### src/hdl/fapc_regs.svh
// Register offsets, field positions and reset values of the flash port controller
`ifndef FAPC_REGS_SVH
`define FAPC_REGS_SVH

`define FAPC_SEL_BANK1_CFG   1'b0
`define FAPC_SEL_ACC_PROT    1'b1

`define FAPC_B1_P0_EN        0
`define FAPC_B1_P1_EN        1
`define FAPC_B1_RWW_LSB      5
`define FAPC_B1_RWS_LSB      8
`define FAPC_BANK1_REQUEST_HOLD_CYCLES_LSB      13
`define FAPC_B1_MASK         32'h0003_ffe3
`define FAPC_B1_RESET        32'h0003_ffe3

`define FAPC_AP_ARB_LSB      6
`define FAPC_AP_PFD_LSB      8
`define FAPC_AP_RIGHTS_LSB   16
`define FAPC_AP_KEEP         32'hffff_ffc0
`define FAPC_AP_RESET        32'hffff_ffc0

`define FAPC_SHADOW_ADDR     24'h203e00
`define FAPC_HTRANS_NONSEQ   2'h2
`define FAPC_BANK1_ENTRY     4'h8

`define FAPC_RWW_STALL_NOTE  3'h6
`define FAPC_RWW_ABORT_QUIET 3'h5
`define FAPC_RWW_ABORT_NOTE  3'h4

`endif

### src/hdl/fapc_pkg.sv
// Types shared by the flash port controller
package fapc_pkg;
	typedef enum logic [2:0] {
		FAPC_IDLE = 3'h0,
		FAPC_REQ  = 3'h1,
		FAPC_WAIT = 3'h3,
		FAPC_LOOK = 3'h2,
		FAPC_ERR1 = 3'h6,
		FAPC_ERR2 = 3'h7
	} fapc_port_e;

	typedef enum logic [1:0] {
		FAPC_B_ISSUE = 2'h0,
		FAPC_B_WAIT  = 2'h1,
		FAPC_B_DONE  = 2'h3
	} fapc_boot_e;

	typedef struct packed {
		logic [23:0] addr;
		logic [4:0]  ew;
		logic [1:0]  bank;
		logic        write;
		logic [2:0]  master;
		logic        instr;
		logic [2:0]  size;
		logic        pf;
	} fapc_req_s;
endpackage

### src/hdl/fapc_ctrl.sv
// Two-port flash controller: protection, arbitration, holding buffers, bank strobes
//
// Function
// - Bank1 hold field inserts N idle cycles between successive array requests.
// - Bank1 read wait field adds 0..31 wait states to array read time.
// - Bank1 read during program stalls; codes select stall note, abort, abort note.
// - Clearing a bank1 port holding enable invalidates it; hits remain possible only in the cycle after a fill.
// - Protection register loads from shadow word 0x203E00 at reset; writes last.
// - Arbitration field bits 6-7: 00 port0 first, 01 port1 first, 1x round-robin.
// - Ports addressing different banks are served concurrently without arbitration.
// - Per-master bits 8-15 block prefetch, further qualified by prefetch enables.
// - Bits 16-31: two bits per master, 00 none, 01 read, 10 write, 11 both.
// - A transfer violating master rights ends with an AHB error response.
// - Three bank interfaces carry enables, address, size, data; read data returns.
// - Per port, bank0 keeps four buffers, bank1 one holding register; bank2 fills target entries 8-11 and never hit.
// - Reads hitting stored data complete with zero wait states.
// - Each new array request pulses the enable with address for one edge.
// - Enables stay low while idle; the next request may follow next cycle.
// - Each access ends after its bank's programmed read or write wait count.
// - Address bits 28:24 add emulation wait states to reads and writes.
// - Nonzero emulation bits suppress next-line prefetch and buffer hits.
// - Non-sequential access with nonzero emulation bits invalidates the buffers.
// - Error: response with ready low one cycle, then both high until ready in.
// - A protection violation starts no array access.
`timescale 1ns/1ns
`include "fapc_regs.svh"
module fapc_ctrl #(
	parameter int         DW               = 64,
	parameter logic [4:0] BANK02_READ_WAIT = 5'h02,
	parameter logic [4:0] WRITE_WAIT       = 5'h02,
	parameter logic [4:0] BANK02_HOLD      = 5'h00
) (
	input  wire logic                 clock,                  // System clock
	input  wire logic                 rst,                    // Async reset, active high
	input  wire logic                 cfg_wr,                 // Register write strobe
	input  wire logic                 cfg_sel,                // Register select
	input  wire logic [31:0]          cfg_wdata,              // Register write data
	output logic      [31:0]          cfg_rdata,              // Selected register value
	input  wire logic [1:0]           hsel,                   // AHB select per port
	input  wire logic [1:0][31:0]     haddr,                  // AHB address
	input  wire logic [1:0][1:0]      htrans,                 // AHB transfer type
	input  wire logic [1:0]           hwrite,                 // AHB write
	input  wire logic [1:0][2:0]      hsize,                  // AHB size
	input  wire logic [1:0][DW-1:0]   hwdata,                 // AHB write data
	input  wire logic [1:0][2:0]      hmaster,                // Master number
	input  wire logic [1:0][3:0]      hprot,                  // AHB protection
	input  wire logic [1:0]           hready_in,              // AHB ready in
	output logic      [1:0]           hready_out,             // AHB ready out
	output logic      [1:0]           hresp,                  // AHB error response
	output logic      [1:0][DW-1:0]   hrdata,                 // AHB read data
	input  wire logic [1:0]           data_prefetch_enable,   // Bank0/2 data prefetch
	input  wire logic [1:0]           instr_prefetch_enable,  // Bank0/2 fetch prefetch
	input  wire logic [1:0]           bank02_buf_enable,      // Bank0/2 buffer enable
	output logic      [2:0]           bank_array_read_strobe, // Array read enable
	output logic      [2:0]           bank_array_write_strobe,// Array write enable
	output logic      [2:0][23:0]     bank_array_address,     // Array address
	output logic      [2:0][2:0]      bank_write_size,        // Array write size
	output logic      [2:0][DW-1:0]   bank_write_data,        // Array write data
	input  wire logic [2:0][DW-1:0]   bank_read_data,         // Array read data
	input  wire logic                 bank1_prog_busy,        // Bank1 program/erase busy
	output logic                      bank1_rww_abort,        // Abort bank1 operation
	output logic                      rww_stall_note,         // Stall notification pulse
	output logic                      rww_abort_note          // Abort notification pulse
);
	localparam int NE = 9;

	function automatic logic [1:0] bank_of(input logic [23:0] a);
		bank_of = (a[23:22] == 2'h0) ? 2'h0 : (a[23:22] == 2'h1) ? 2'h1 : 2'h2;
	endfunction

	function automatic logic in_bank(input int e, input logic [1:0] b);
		in_bank = (b == 2'h1) ? (e == 8) : (b == 2'h0) ? (e < 4) : (e >= 4 && e < 8);
	endfunction

	function automatic logic rights_ok(input logic [31:0] ap, input logic [2:0] m,
			input logic w);
		rights_ok = ap[`FAPC_AP_RIGHTS_LSB + 2 * int'(m) + int'(w)];
	endfunction

	fapc_pkg::fapc_port_e st [2];
	fapc_pkg::fapc_port_e next_st [2];
	fapc_pkg::fapc_req_s  cur [2];
	fapc_pkg::fapc_req_s  next_cur [2];
	fapc_pkg::fapc_req_s  dem [2];
	fapc_pkg::fapc_req_s  next_dem [2];
	fapc_pkg::fapc_req_s  pfq [2];
	fapc_pkg::fapc_req_s  next_pfq [2];
	fapc_pkg::fapc_req_s  live [2];
	fapc_pkg::fapc_req_s  src [2];
	fapc_pkg::fapc_boot_e boot;
	fapc_pkg::fapc_boot_e next_boot;
	logic [6:0]           cnt [2];
	logic [6:0]           next_cnt [2];
	logic [6:0]           bcnt;
	logic [6:0]           next_bcnt;
	logic [1:0]           dem_pend, next_dem_pend, pf_pend, next_pf_pend;
	logic [1:0]           stalled, next_stalled;
	logic [1:0]           next_hready, next_hresp;
	logic [1:0][DW-1:0]   next_hrdata;
	logic [1:0]           want, gnt, viol, hit_take, take_live, decide;
	logic [NE-1:0]        val [2];
	logic [NE-1:0]        next_val [2];
	logic [20:0]          tag [2][NE];
	logic [20:0]          next_tag [2][NE];
	logic [DW-1:0]        dat [2][NE];
	logic [DW-1:0]        next_dat [2][NE];
	logic [1:0]           rr [2][2];
	logic [1:0]           next_rr [2][2];
	logic [3:0]           hidx [2];
	logic [3:0]           fidx;
	logic [2:0]           busy, next_busy, rr_last, next_rr_last, bank_free;
	logic [2:0][4:0]      gap, next_gap;
	logic [2:0]           next_rd, next_wr;
	logic [2:0][23:0]     next_addr;
	logic [2:0][2:0]      next_wsize;
	logic [2:0][DW-1:0]   next_wdata;
	logic [31:0]          cfg1, next_cfg1, prot, next_prot, next_cfg_rdata;
	logic                 next_abort, next_stall_note, next_abort_note, pick1;
	logic [2:0]           rww;
	logic [1:0]           arb;

	assign rww = cfg1[`FAPC_B1_RWW_LSB +: 3];
	assign arb = prot[`FAPC_AP_ARB_LSB +: 2];

	////////////////////////////////////////////////////////////////////////////
	always_comb begin
		next_st = st;
		next_cur = cur;
		next_dem = dem;
		next_pfq = pfq;
		next_cnt = cnt;
		next_dem_pend = dem_pend;
		next_pf_pend = pf_pend;
		next_stalled = stalled;
		next_hready = hready_out;
		next_hresp = hresp;
		next_hrdata = hrdata;
		next_val = val;
		next_tag = tag;
		next_dat = dat;
		next_rr = rr;
		next_busy = busy;
		next_rr_last = rr_last;
		next_gap = gap;
		next_rd = '0;
		next_wr = '0;
		next_addr = bank_array_address;
		next_wsize = bank_write_size;
		next_wdata = bank_write_data;
		next_cfg1 = cfg1;
		next_prot = prot;
		next_boot = boot;
		next_bcnt = bcnt;
		next_abort = 1'b0;
		next_stall_note = 1'b0;
		next_abort_note = 1'b0;
		next_cfg_rdata = (cfg_sel == `FAPC_SEL_ACC_PROT) ? prot : cfg1;
		gnt = '0;
		fidx = 4'h0;
		pick1 = 1'b0;
		if (cfg_wr) begin
			if (cfg_sel == `FAPC_SEL_ACC_PROT)
				next_prot = cfg_wdata & `FAPC_AP_KEEP;
			else
				next_cfg1 = cfg_wdata & `FAPC_B1_MASK;
		end
		// Boot fetch of the protection word from the shadow area
		unique case (boot)
			fapc_pkg::FAPC_B_ISSUE: begin
				next_rd[0] = 1'b1;
				next_addr[0] = `FAPC_SHADOW_ADDR;
				next_bcnt = 7'(BANK02_READ_WAIT);
				next_boot = fapc_pkg::FAPC_B_WAIT;
			end
			fapc_pkg::FAPC_B_WAIT: begin
				if (bcnt == 7'h0) begin
					next_prot = bank_read_data[0][31:0] & `FAPC_AP_KEEP;
					next_boot = fapc_pkg::FAPC_B_DONE;
				end else begin
					next_bcnt = bcnt - 7'h1;
				end
			end
			fapc_pkg::FAPC_B_DONE: begin
			end
			default: next_boot = fapc_pkg::FAPC_B_ISSUE;
		endcase
		for (int p = 0; p < 2; p++) begin
			if (!cfg1[`FAPC_B1_P0_EN + p])
				next_val[p][8] = 1'b0;
			if (!bank02_buf_enable[p])
				next_val[p][7:0] = '0;
			want[p] = (st[p] == fapc_pkg::FAPC_REQ) && !(cur[p].bank == 2'h1 &&
				!cur[p].write && bank1_prog_busy);
			live[p] = '{addr: haddr[p][23:0], ew: haddr[p][28:24],
				bank: bank_of(haddr[p][23:0]), write: hwrite[p], master: hmaster[p],
				instr: !hprot[p][0], size: hsize[p], pf: 1'b0};
			take_live[p] = hsel[p] && htrans[p][1] && hready_in[p] &&
				(boot == fapc_pkg::FAPC_B_DONE);
			src[p] = (st[p] == fapc_pkg::FAPC_LOOK) ? dem[p] : live[p];
			decide[p] = (st[p] == fapc_pkg::FAPC_LOOK) ||
				(st[p] == fapc_pkg::FAPC_IDLE && take_live[p]);
			viol[p] = decide[p] && !rights_ok(prot, src[p].master, src[p].write);
			hidx[p] = 4'h0;
			hit_take[p] = 1'b0;
			for (int e = 0; e < NE; e++) begin
				if (in_bank(e, src[p].bank) && val[p][e] && tag[p][e] == src[p].addr[23:3]) begin
					hit_take[p] = decide[p] && !viol[p] && !src[p].write &&
						src[p].ew == 5'h0;
					hidx[p] = 4'(e);
				end
			end
		end
		// Bank request arbitration, each bank on its own
		for (int b = 0; b < 3; b++) begin
			if (gap[b] != 5'h0)
				next_gap[b] = gap[b] - 5'h1;
			bank_free[b] = !busy[b] && gap[b] == 5'h0 && boot == fapc_pkg::FAPC_B_DONE;
			if (bank_free[b]) begin
				if (want[0] && cur[0].bank == 2'(b) && want[1] && cur[1].bank == 2'(b))
					pick1 = (arb == 2'h1) || (arb[1] && !rr_last[b]);
				else
					pick1 = want[1] && cur[1].bank == 2'(b);
				if (want[int'(pick1)] && cur[int'(pick1)].bank == 2'(b)) begin
					gnt[int'(pick1)] = 1'b1;
					next_busy[b] = 1'b1;
					next_rr_last[b] = pick1;
					next_rd[b] = !cur[int'(pick1)].write;
					next_wr[b] = cur[int'(pick1)].write;
					next_addr[b] = cur[int'(pick1)].addr;
					next_wsize[b] = cur[int'(pick1)].size;
					next_wdata[b] = hwdata[int'(pick1)];
				end
			end
		end
		for (int p = 0; p < 2; p++) begin
			if (take_live[p] && htrans[p] == `FAPC_HTRANS_NONSEQ && live[p].ew != 5'h0)
				next_val[p] = '0;
			if ((st[p] == fapc_pkg::FAPC_REQ || st[p] == fapc_pkg::FAPC_WAIT) &&
					cur[p].pf && take_live[p]) begin
				next_dem[p] = live[p];
				next_dem_pend[p] = 1'b1;
				next_hready[p] = 1'b0;
			end
			unique case (st[p])
				fapc_pkg::FAPC_IDLE, fapc_pkg::FAPC_LOOK: begin
					next_hready[p] = (boot == fapc_pkg::FAPC_B_DONE);
					next_hresp[p] = 1'b0;
					next_st[p] = fapc_pkg::FAPC_IDLE;
					if (viol[p]) begin
						next_hready[p] = 1'b0;
						next_hresp[p] = 1'b1;
						next_st[p] = fapc_pkg::FAPC_ERR1;
					end else if (hit_take[p]) begin
						next_hrdata[p] = dat[p][hidx[p]];
					end else if (decide[p]) begin
						next_cur[p] = src[p];
						next_hready[p] = 1'b0;
						next_st[p] = fapc_pkg::FAPC_REQ;
					end else if (pf_pend[p]) begin
						next_cur[p] = pfq[p];
						next_pf_pend[p] = 1'b0;
						next_st[p] = fapc_pkg::FAPC_REQ;
					end
				end
				fapc_pkg::FAPC_REQ: begin
					if (!want[p] && !stalled[p]) begin
						next_stalled[p] = 1'b1;
						next_stall_note = (rww == `FAPC_RWW_STALL_NOTE);
						next_abort = (rww == `FAPC_RWW_ABORT_QUIET) ||
							(rww == `FAPC_RWW_ABORT_NOTE);
						next_abort_note = (rww == `FAPC_RWW_ABORT_NOTE);
					end
					if (gnt[p]) begin
						next_stalled[p] = 1'b0;
						next_cnt[p] = 7'(cur[p].write ? WRITE_WAIT : (cur[p].bank == 2'h1) ?
							cfg1[`FAPC_B1_RWS_LSB +: 5] : BANK02_READ_WAIT) +
							7'(cur[p].ew);
						next_st[p] = fapc_pkg::FAPC_WAIT;
					end
				end
				fapc_pkg::FAPC_WAIT: begin
					if (cnt[p] != 7'h0) begin
						next_cnt[p] = cnt[p] - 7'h1;
					end else begin
						next_busy[cur[p].bank] = 1'b0;
						next_gap[cur[p].bank] = (cur[p].bank == 2'h1) ?
							cfg1[`FAPC_BANK1_REQUEST_HOLD_CYCLES_LSB +: 5] : BANK02_HOLD;
						if (!cur[p].write) begin
							if (cur[p].bank == 2'h1) begin
								fidx = `FAPC_BANK1_ENTRY;
							end else begin
								fidx = {cur[p].bank[1], 1'b0, rr[p][cur[p].bank[1]]};
								next_rr[p][cur[p].bank[1]] = rr[p][cur[p].bank[1]] + 2'h1;
							end
							next_val[p][fidx] = 1'b1;
							next_tag[p][fidx] = cur[p].addr[23:3];
							next_dat[p][fidx] = bank_read_data[cur[p].bank];
						end
						if (!cur[p].pf) begin
							next_hready[p] = 1'b1;
							next_hrdata[p] = bank_read_data[cur[p].bank];
						end
						next_pfq[p] = '{addr: cur[p].addr + 24'h8, ew: 5'h0, bank: cur[p].bank,
							write: 1'b0, master: cur[p].master, instr: cur[p].instr,
							size: cur[p].size, pf: 1'b1};
						next_pf_pend[p] = !cur[p].write && !cur[p].pf && cur[p].bank != 2'h1 &&
							cur[p].ew == 5'h0 && bank02_buf_enable[p] &&
							!prot[`FAPC_AP_PFD_LSB + int'(cur[p].master)] &&
							(cur[p].instr ? instr_prefetch_enable[p] : data_prefetch_enable[p]);
						next_st[p] = next_dem_pend[p] ? fapc_pkg::FAPC_LOOK : fapc_pkg::FAPC_IDLE;
						next_dem_pend[p] = 1'b0;
					end
				end
				fapc_pkg::FAPC_ERR1: begin
					next_hready[p] = 1'b1;
					next_st[p] = fapc_pkg::FAPC_ERR2;
				end
				fapc_pkg::FAPC_ERR2: begin
					if (hready_in[p]) begin
						next_hresp[p] = 1'b0;
						next_st[p] = fapc_pkg::FAPC_IDLE;
					end
				end
				default: next_st[p] = fapc_pkg::FAPC_IDLE;
			endcase
		end
	end

	////////////////////////////////////////////////////////////////////////////
	always_ff @(posedge clock or posedge rst) begin
		if (rst) begin
			st <= '{fapc_pkg::FAPC_IDLE, fapc_pkg::FAPC_IDLE};
			cur <= '{'0, '0};
			dem <= '{'0, '0};
			pfq <= '{'0, '0};
			cnt <= '{7'h0, 7'h0};
			val <= '{'0, '0};
			rr <= '{'{2'h0, 2'h0}, '{2'h0, 2'h0}};
			{dem_pend, pf_pend, stalled, hready_out, hresp} <= '0;
			hrdata <= '0;
			{busy, rr_last, bank_array_read_strobe, bank_array_write_strobe} <= '0;
			gap <= '0;
			bank_array_address <= '0;
			bank_write_size <= '0;
			bank_write_data <= '0;
			cfg1 <= `FAPC_B1_RESET;
			prot <= `FAPC_AP_RESET;
			cfg_rdata <= '0;
			boot <= fapc_pkg::FAPC_B_ISSUE;
			bcnt <= 7'h0;
			{bank1_rww_abort, rww_stall_note, rww_abort_note} <= '0;
		end else begin
			st <= next_st;
			cur <= next_cur;
			dem <= next_dem;
			pfq <= next_pfq;
			cnt <= next_cnt;
			val <= next_val;
			rr <= next_rr;
			{dem_pend, pf_pend, stalled} <= {next_dem_pend, next_pf_pend, next_stalled};
			hready_out <= next_hready;
			hresp <= next_hresp;
			hrdata <= next_hrdata;
			{busy, rr_last, gap} <= {next_busy, next_rr_last, next_gap};
			bank_array_read_strobe <= next_rd;
			bank_array_write_strobe <= next_wr;
			bank_array_address <= next_addr;
			bank_write_size <= next_wsize;
			bank_write_data <= next_wdata;
			{cfg1, prot, cfg_rdata} <= {next_cfg1, next_prot, next_cfg_rdata};
			{boot, bcnt} <= {next_boot, next_bcnt};
			bank1_rww_abort <= next_abort;
			rww_stall_note <= next_stall_note;
			rww_abort_note <= next_abort_note;
		end
	end

	// Buffer contents carry no reset; validity is cleared instead
	always_ff @(posedge clock) begin
		tag <= next_tag;
		dat <= next_dat;
	end

	////////////////////////////////////////////////////////////////////////////
	AST_STROBE_ONE_EDGE: assert property (@(posedge clock) disable iff (rst)
		bank_array_read_strobe[1] |-> busy[1] ##1 !bank_array_read_strobe[1])
		else $error("bank1 read strobe longer than one cycle");
	AST_ERR_TWO_PHASE: assert property (@(posedge clock) disable iff (rst)
		(hresp[0] && !hready_out[0]) |=> hresp[0] && hready_out[0])
		else $error("error response second phase missing");
	AST_VIOL_ERROR: assert property (@(posedge clock) disable iff (rst)
		viol[0] |=> hresp[0] && !hready_out[0])
		else $error("violation not answered with error");
	AST_VIOL_NO_ACCESS: assert property (@(posedge clock) disable iff (rst)
		viol[0] |=> st[0] == fapc_pkg::FAPC_ERR1 && !gnt[0] ##1 !gnt[0])
		else $error("violation led to array access");
	AST_HIT_ZERO_WAIT: assert property (@(posedge clock) disable iff (rst)
		hit_take[0] |=> hready_out[0] && !hresp[0])
		else $error("buffer hit not zero wait");
	AST_FIXED_P0: assert property (@(posedge clock) disable iff (rst)
		(want == 2'h3 && cur[0].bank == cur[1].bank && bank_free[cur[0].bank] &&
		arb == 2'h0) |-> gnt == 2'h1)
		else $error("port0 priority not honoured");
	AST_CONCURRENT: assert property (@(posedge clock) disable iff (rst)
		(want == 2'h3 && cur[0].bank != cur[1].bank && bank_free[cur[0].bank] &&
		bank_free[cur[1].bank]) |-> gnt == 2'h3)
		else $error("different banks not served together");
	AST_HOLD_GAP: assert property (@(posedge clock) disable iff (rst)
		($fell(busy[1]) && cfg1[`FAPC_BANK1_REQUEST_HOLD_CYCLES_LSB +: 5] != 5'h0) |=>
		!bank_array_read_strobe[1] && !bank_array_write_strobe[1])
		else $error("bank1 request issued inside hold gap");
	AST_EMU_NO_HIT: assert property (@(posedge clock) disable iff (rst)
		(decide[0] && src[0].ew != 5'h0 && !viol[0]) |=> !hready_out[0])
		else $error("emulated access served from buffer");
endmodule

### config.mk
export PLATFORM = sky130hd
export DESIGN_NAME = fapc_ctrl
export DESIGN_NICKNAME = d
export VERILOG_FILES = /design/src/hdl/fapc_pkg.sv /design/src/hdl/fapc_ctrl.sv
export VERILOG_INCLUDE_DIRS = /design/src /design/src/hdl
export SDC_FILE = /design/constraint.sdc
export NUM_CORES = 2
export LEC_CHECK = 0
export BUFFER_PORTS_ARGS = -buffer_cell sky130_fd_sc_hd__buf_2
export CORE_ASPECT_RATIO = 0.8
export CORE_MARGIN = 2
export CORE_UTILIZATION = 65
export CTS_BUF_LIST = sky130_fd_sc_hd__clkbuf_8
export CTS_CLUSTER_SIZE = 25
export DETAILED_ROUTE_END_ITERATION = 7
export PLACE_DENSITY = 0.88
export SLEW_MARGIN = 20
export SYNTH_ARGS = -nofsm -noshare
export SYNTH_HDL_FRONTEND = slang
export SYNTH_SLANG_ARGS = --single-unit
### constraint.sdc
create_clock -name clock -period 36.8 [get_ports clock]
set_clock_uncertainty 0.1 [all_clocks]
set_input_delay 3.68 -clock clock [delete_from_list [all_inputs] [get_ports clock]]
set_output_delay 3.68 -clock clock [all_outputs]
set_load 0.1 [all_outputs]
==> flow_summary.toml <==
[clocking]
clk-insertion-delay-late_ns = 1.01
cts.repair.resized = 0
htreeDepth = 4
post-cts-setup-buffer-count = 0
clk_pin_slew_ns = 0.07
cts_tree = "done"
hold_buffers = 0
cts_max_path_buffers = 3
cts.sink_count = 1643
cts_root_buf = "clkbuf_8"
cts_made_buffers = 236

[final_layout]
fillers = 7160
mostFrequentLayoutCells = "887 x buf_2, 850 x edfxtp_1, 845 x nand2_1"
final_common_cell = "buf_2"
postLayoutCellArea_um2 = 86100
synthToLayoutAreaGrowth_pct = 14.2
drive_gt1_share_pct = 21.0
nets = 7775

[yosys]
yosysSeqAreaShare_pct = 60.2
syn_area_um2 = 75400
synth-edff-count = 850
synth_seq_cells = 1643
async_flop_share_pct = 48.3
synth_cell_types = 92
avgSynthCellArea_um2 = 11.6
synth.area.top_cells = "edfxtp_1 34%, dfrtp_1 25%, mux2i_1 7.2%"
synth_nets = 6964
ys_warn_count = 0
ys.flop_type = "edfxtp_1"
syn_inst = 6487
synth_top_area_cell = "edfxtp_1"
yosys.area.top_type_share_pct = 33.9

[detailed_routing]
vias = 62600
dr.pass1.iters = 8
wirelength_um = 284000
ant_nets = 0
drt_iter0_drc = 11200
wl_per_cell_um = 31.2
drc = 22
post_drt_via_cell_ratio = 6.88

[setup_path]
path_cells = "buf_2 -> inv_1 -> a222oi_1 -> a41oi_1 -> nor4_1 -> and4_1 -> buf_4 -> a22oi_1 -> a41oi_4 -> buf_4 -> buf_4 -> inv_2 -> o31ai_1"
cp.arrival_ns = 8.61
cp_max_fo = 53
endpoint_kind = "register"
r2r_end = "hrdata[107]"
crit_slowest_cell = "buf_4"
required_ns = 37.57
r2r-start = "st[1]"
r2r_slack_ns = 29.98
start_kind = "input pin"
slowest_delay_ns = 0.67
reg2regPathDepth = 11
crit_top_cell = "buf_4"
worst-setup-path-type = "input pin to register"

[power_and_ir_drop]
p_per_area_nw_per_um2 = 77.1
leakage_nw = 35.8
power_w = 0.00664
vdd_drop_max_mv = 0.119

[sta]
setup_violations = 0
setup_slack_ns = 28.96
hold_viol_final = 0
period_share_pct = 21.3
min_period_ns = 7.84
fmax_mhz = 128
slew_violations = 0
whs_ns = 0.362
worst_pin_slew_ns = 1.25
max_slew_margin_pct = 16.9
rsz0062_at_grt = "no"
final.setup.tns_ns = 0

[placed_design]
globalplace.congestion = 1.12
dpl_cell_area_um2 = 81100
place_ws_ns = 28.28
hpwlAfterDp_um = 195000
port_buffers = 887

[global_routing]
met3_usage_pct = 22.8
top_usage_layer = "met2"
antenna_found_initial = 105
grt_usage_pct = 46.6
first_global_vias = 58700
grt.met2_usage_pct = 63.1
grt_overflow = 0
use_met1_pct = 60.7
grt_max_degree = 190
grt_pass1_wl_um = 399000

[floorplanning]
die_h_um = 309
start_util_pct = 65.6
die-width_um = 385
num_rows = 111
core_area_um2 = 115000
io_pins = 903
dieArea_um2 = 119000

[min_path]
hp-start = "pfq[40]"
hold_end = "pfq[40]"
hold_class = "register to register"
hold_depth = 2

[flow_run]
cap_violations = 0

[status]
violations = "DRC"
status = "finished, violations left"
-- per-layer routing --
metal,wire (um),vias to the layer above
li1,-,25500
met1,95800,30100
met2,115000,5739
met3,52200,1220
met4,20000,58
met5,384,-
-- per-stage QoR --
stage	utilization, %	cells
final	75.0	9098
after global routing	74.9	9076
after CTS	74.8	9027
after detailed placement	70.6	8581
after global placement	70.6	8580
after floorplan	-	6487
-- cells by family (layout without fill, tap and decap cells) --
logic type | Yosys count | in the layout | share of synthesized area, %
adder cells (fa/ha/maj) | 20 | 20 | 0.352
AND/OR/NAND/NOR | 1774 | 1774 | 10.5
other | 0 | 67 | 0
XOR/XNOR | 254 | 254 | 2.95
flip-flops | 1643 | 1643 | 60.2
AO/OA/AOI/OAI | 1501 | 1501 | 13.1
multiplexers | 698 | 698 | 9.64
buffers and inverters | 597 | 1616 | 3.23
-- sequential cells by signal (all words and copies together) (netlist names), 15 cells and up --
register and flops:
gap 15, prot 32, bank_write_data 192, dem 78, cfg_rdata 32, pfq 68
hrdata 128, cfg1 15, tag 210, cur 80, bank_array_address 72, dat 640
-- worst max path at each step --
stage / startpoint / to / slack (ns)
after floorplan: rst / bank1_rww_abort / 10.82
after global placement: haddr[39] / hrdata[75] / 28.43
after detailed placement: haddr[39] / hrdata[84] / 28.28
after CTS: haddr[39] / hrdata[107] / 29.27
after global routing: haddr[39] / hrdata[107] / 28.91
final: haddr[39] / hrdata[107] / 28.96
-- area by class of cell --
type                       instances  area (um^2)  share of cell area [%]
sequential                      1643        45400                    52.7
clock buffer                     280         3850                    4.47
timing repair buffer            1014         5420                    6.29
tap                             1525         1910                    2.22
inverter                         156          593                   0.689
antenna                           67          168                   0.195
multi-input combinational       4247        27900                    32.4
clock inverter                   166          887                    1.03
-- critical path, delay by kind of cell --
| family | cells | cell delay [ns] |
|---|---|---|
| buf+inv | 6 | 2.54 |
| compound gates | 5 | 1.65 |
| simple gates | 2 | 0.66 |
-- power by group --
part | switching (W) | total [W] | internal (W)
sequential | 0.000322 | 0.00262 | 0.00230
combinational | 0.00197 | 0.00255 | 0.000587
clock | 0.000738 | 0.00147 | 0.000728
-- synth_stat cells, types with 34 or more instances --
cell / number
a211oi_1: 71
a21oi_1: 231
a221o_1: 43
a221oi_1: 68
a222oi_1: 34
a311oi_1: 54
and2_1: 44
and3_1: 62
buf_1: 44
buf_2: 53
clkbuf_1: 315
dfrtp_1: 752
dfstp_2: 41
edfxtp_1: 850
inv_1: 155
mux2_1: 63
mux2_2: 76
mux2i_1: 546
nand2_1: 850
nand2b_1: 54
nand3_1: 91
nor2_1: 412
nor2b_1: 56
nor3_1: 52
nor4_1: 40
o21a_1: 44
o21ai_0: 597
o221ai_1: 91
xnor2_1: 135
xor2_1: 119
No activity file was read; power rests on OpenSTA's default activity.
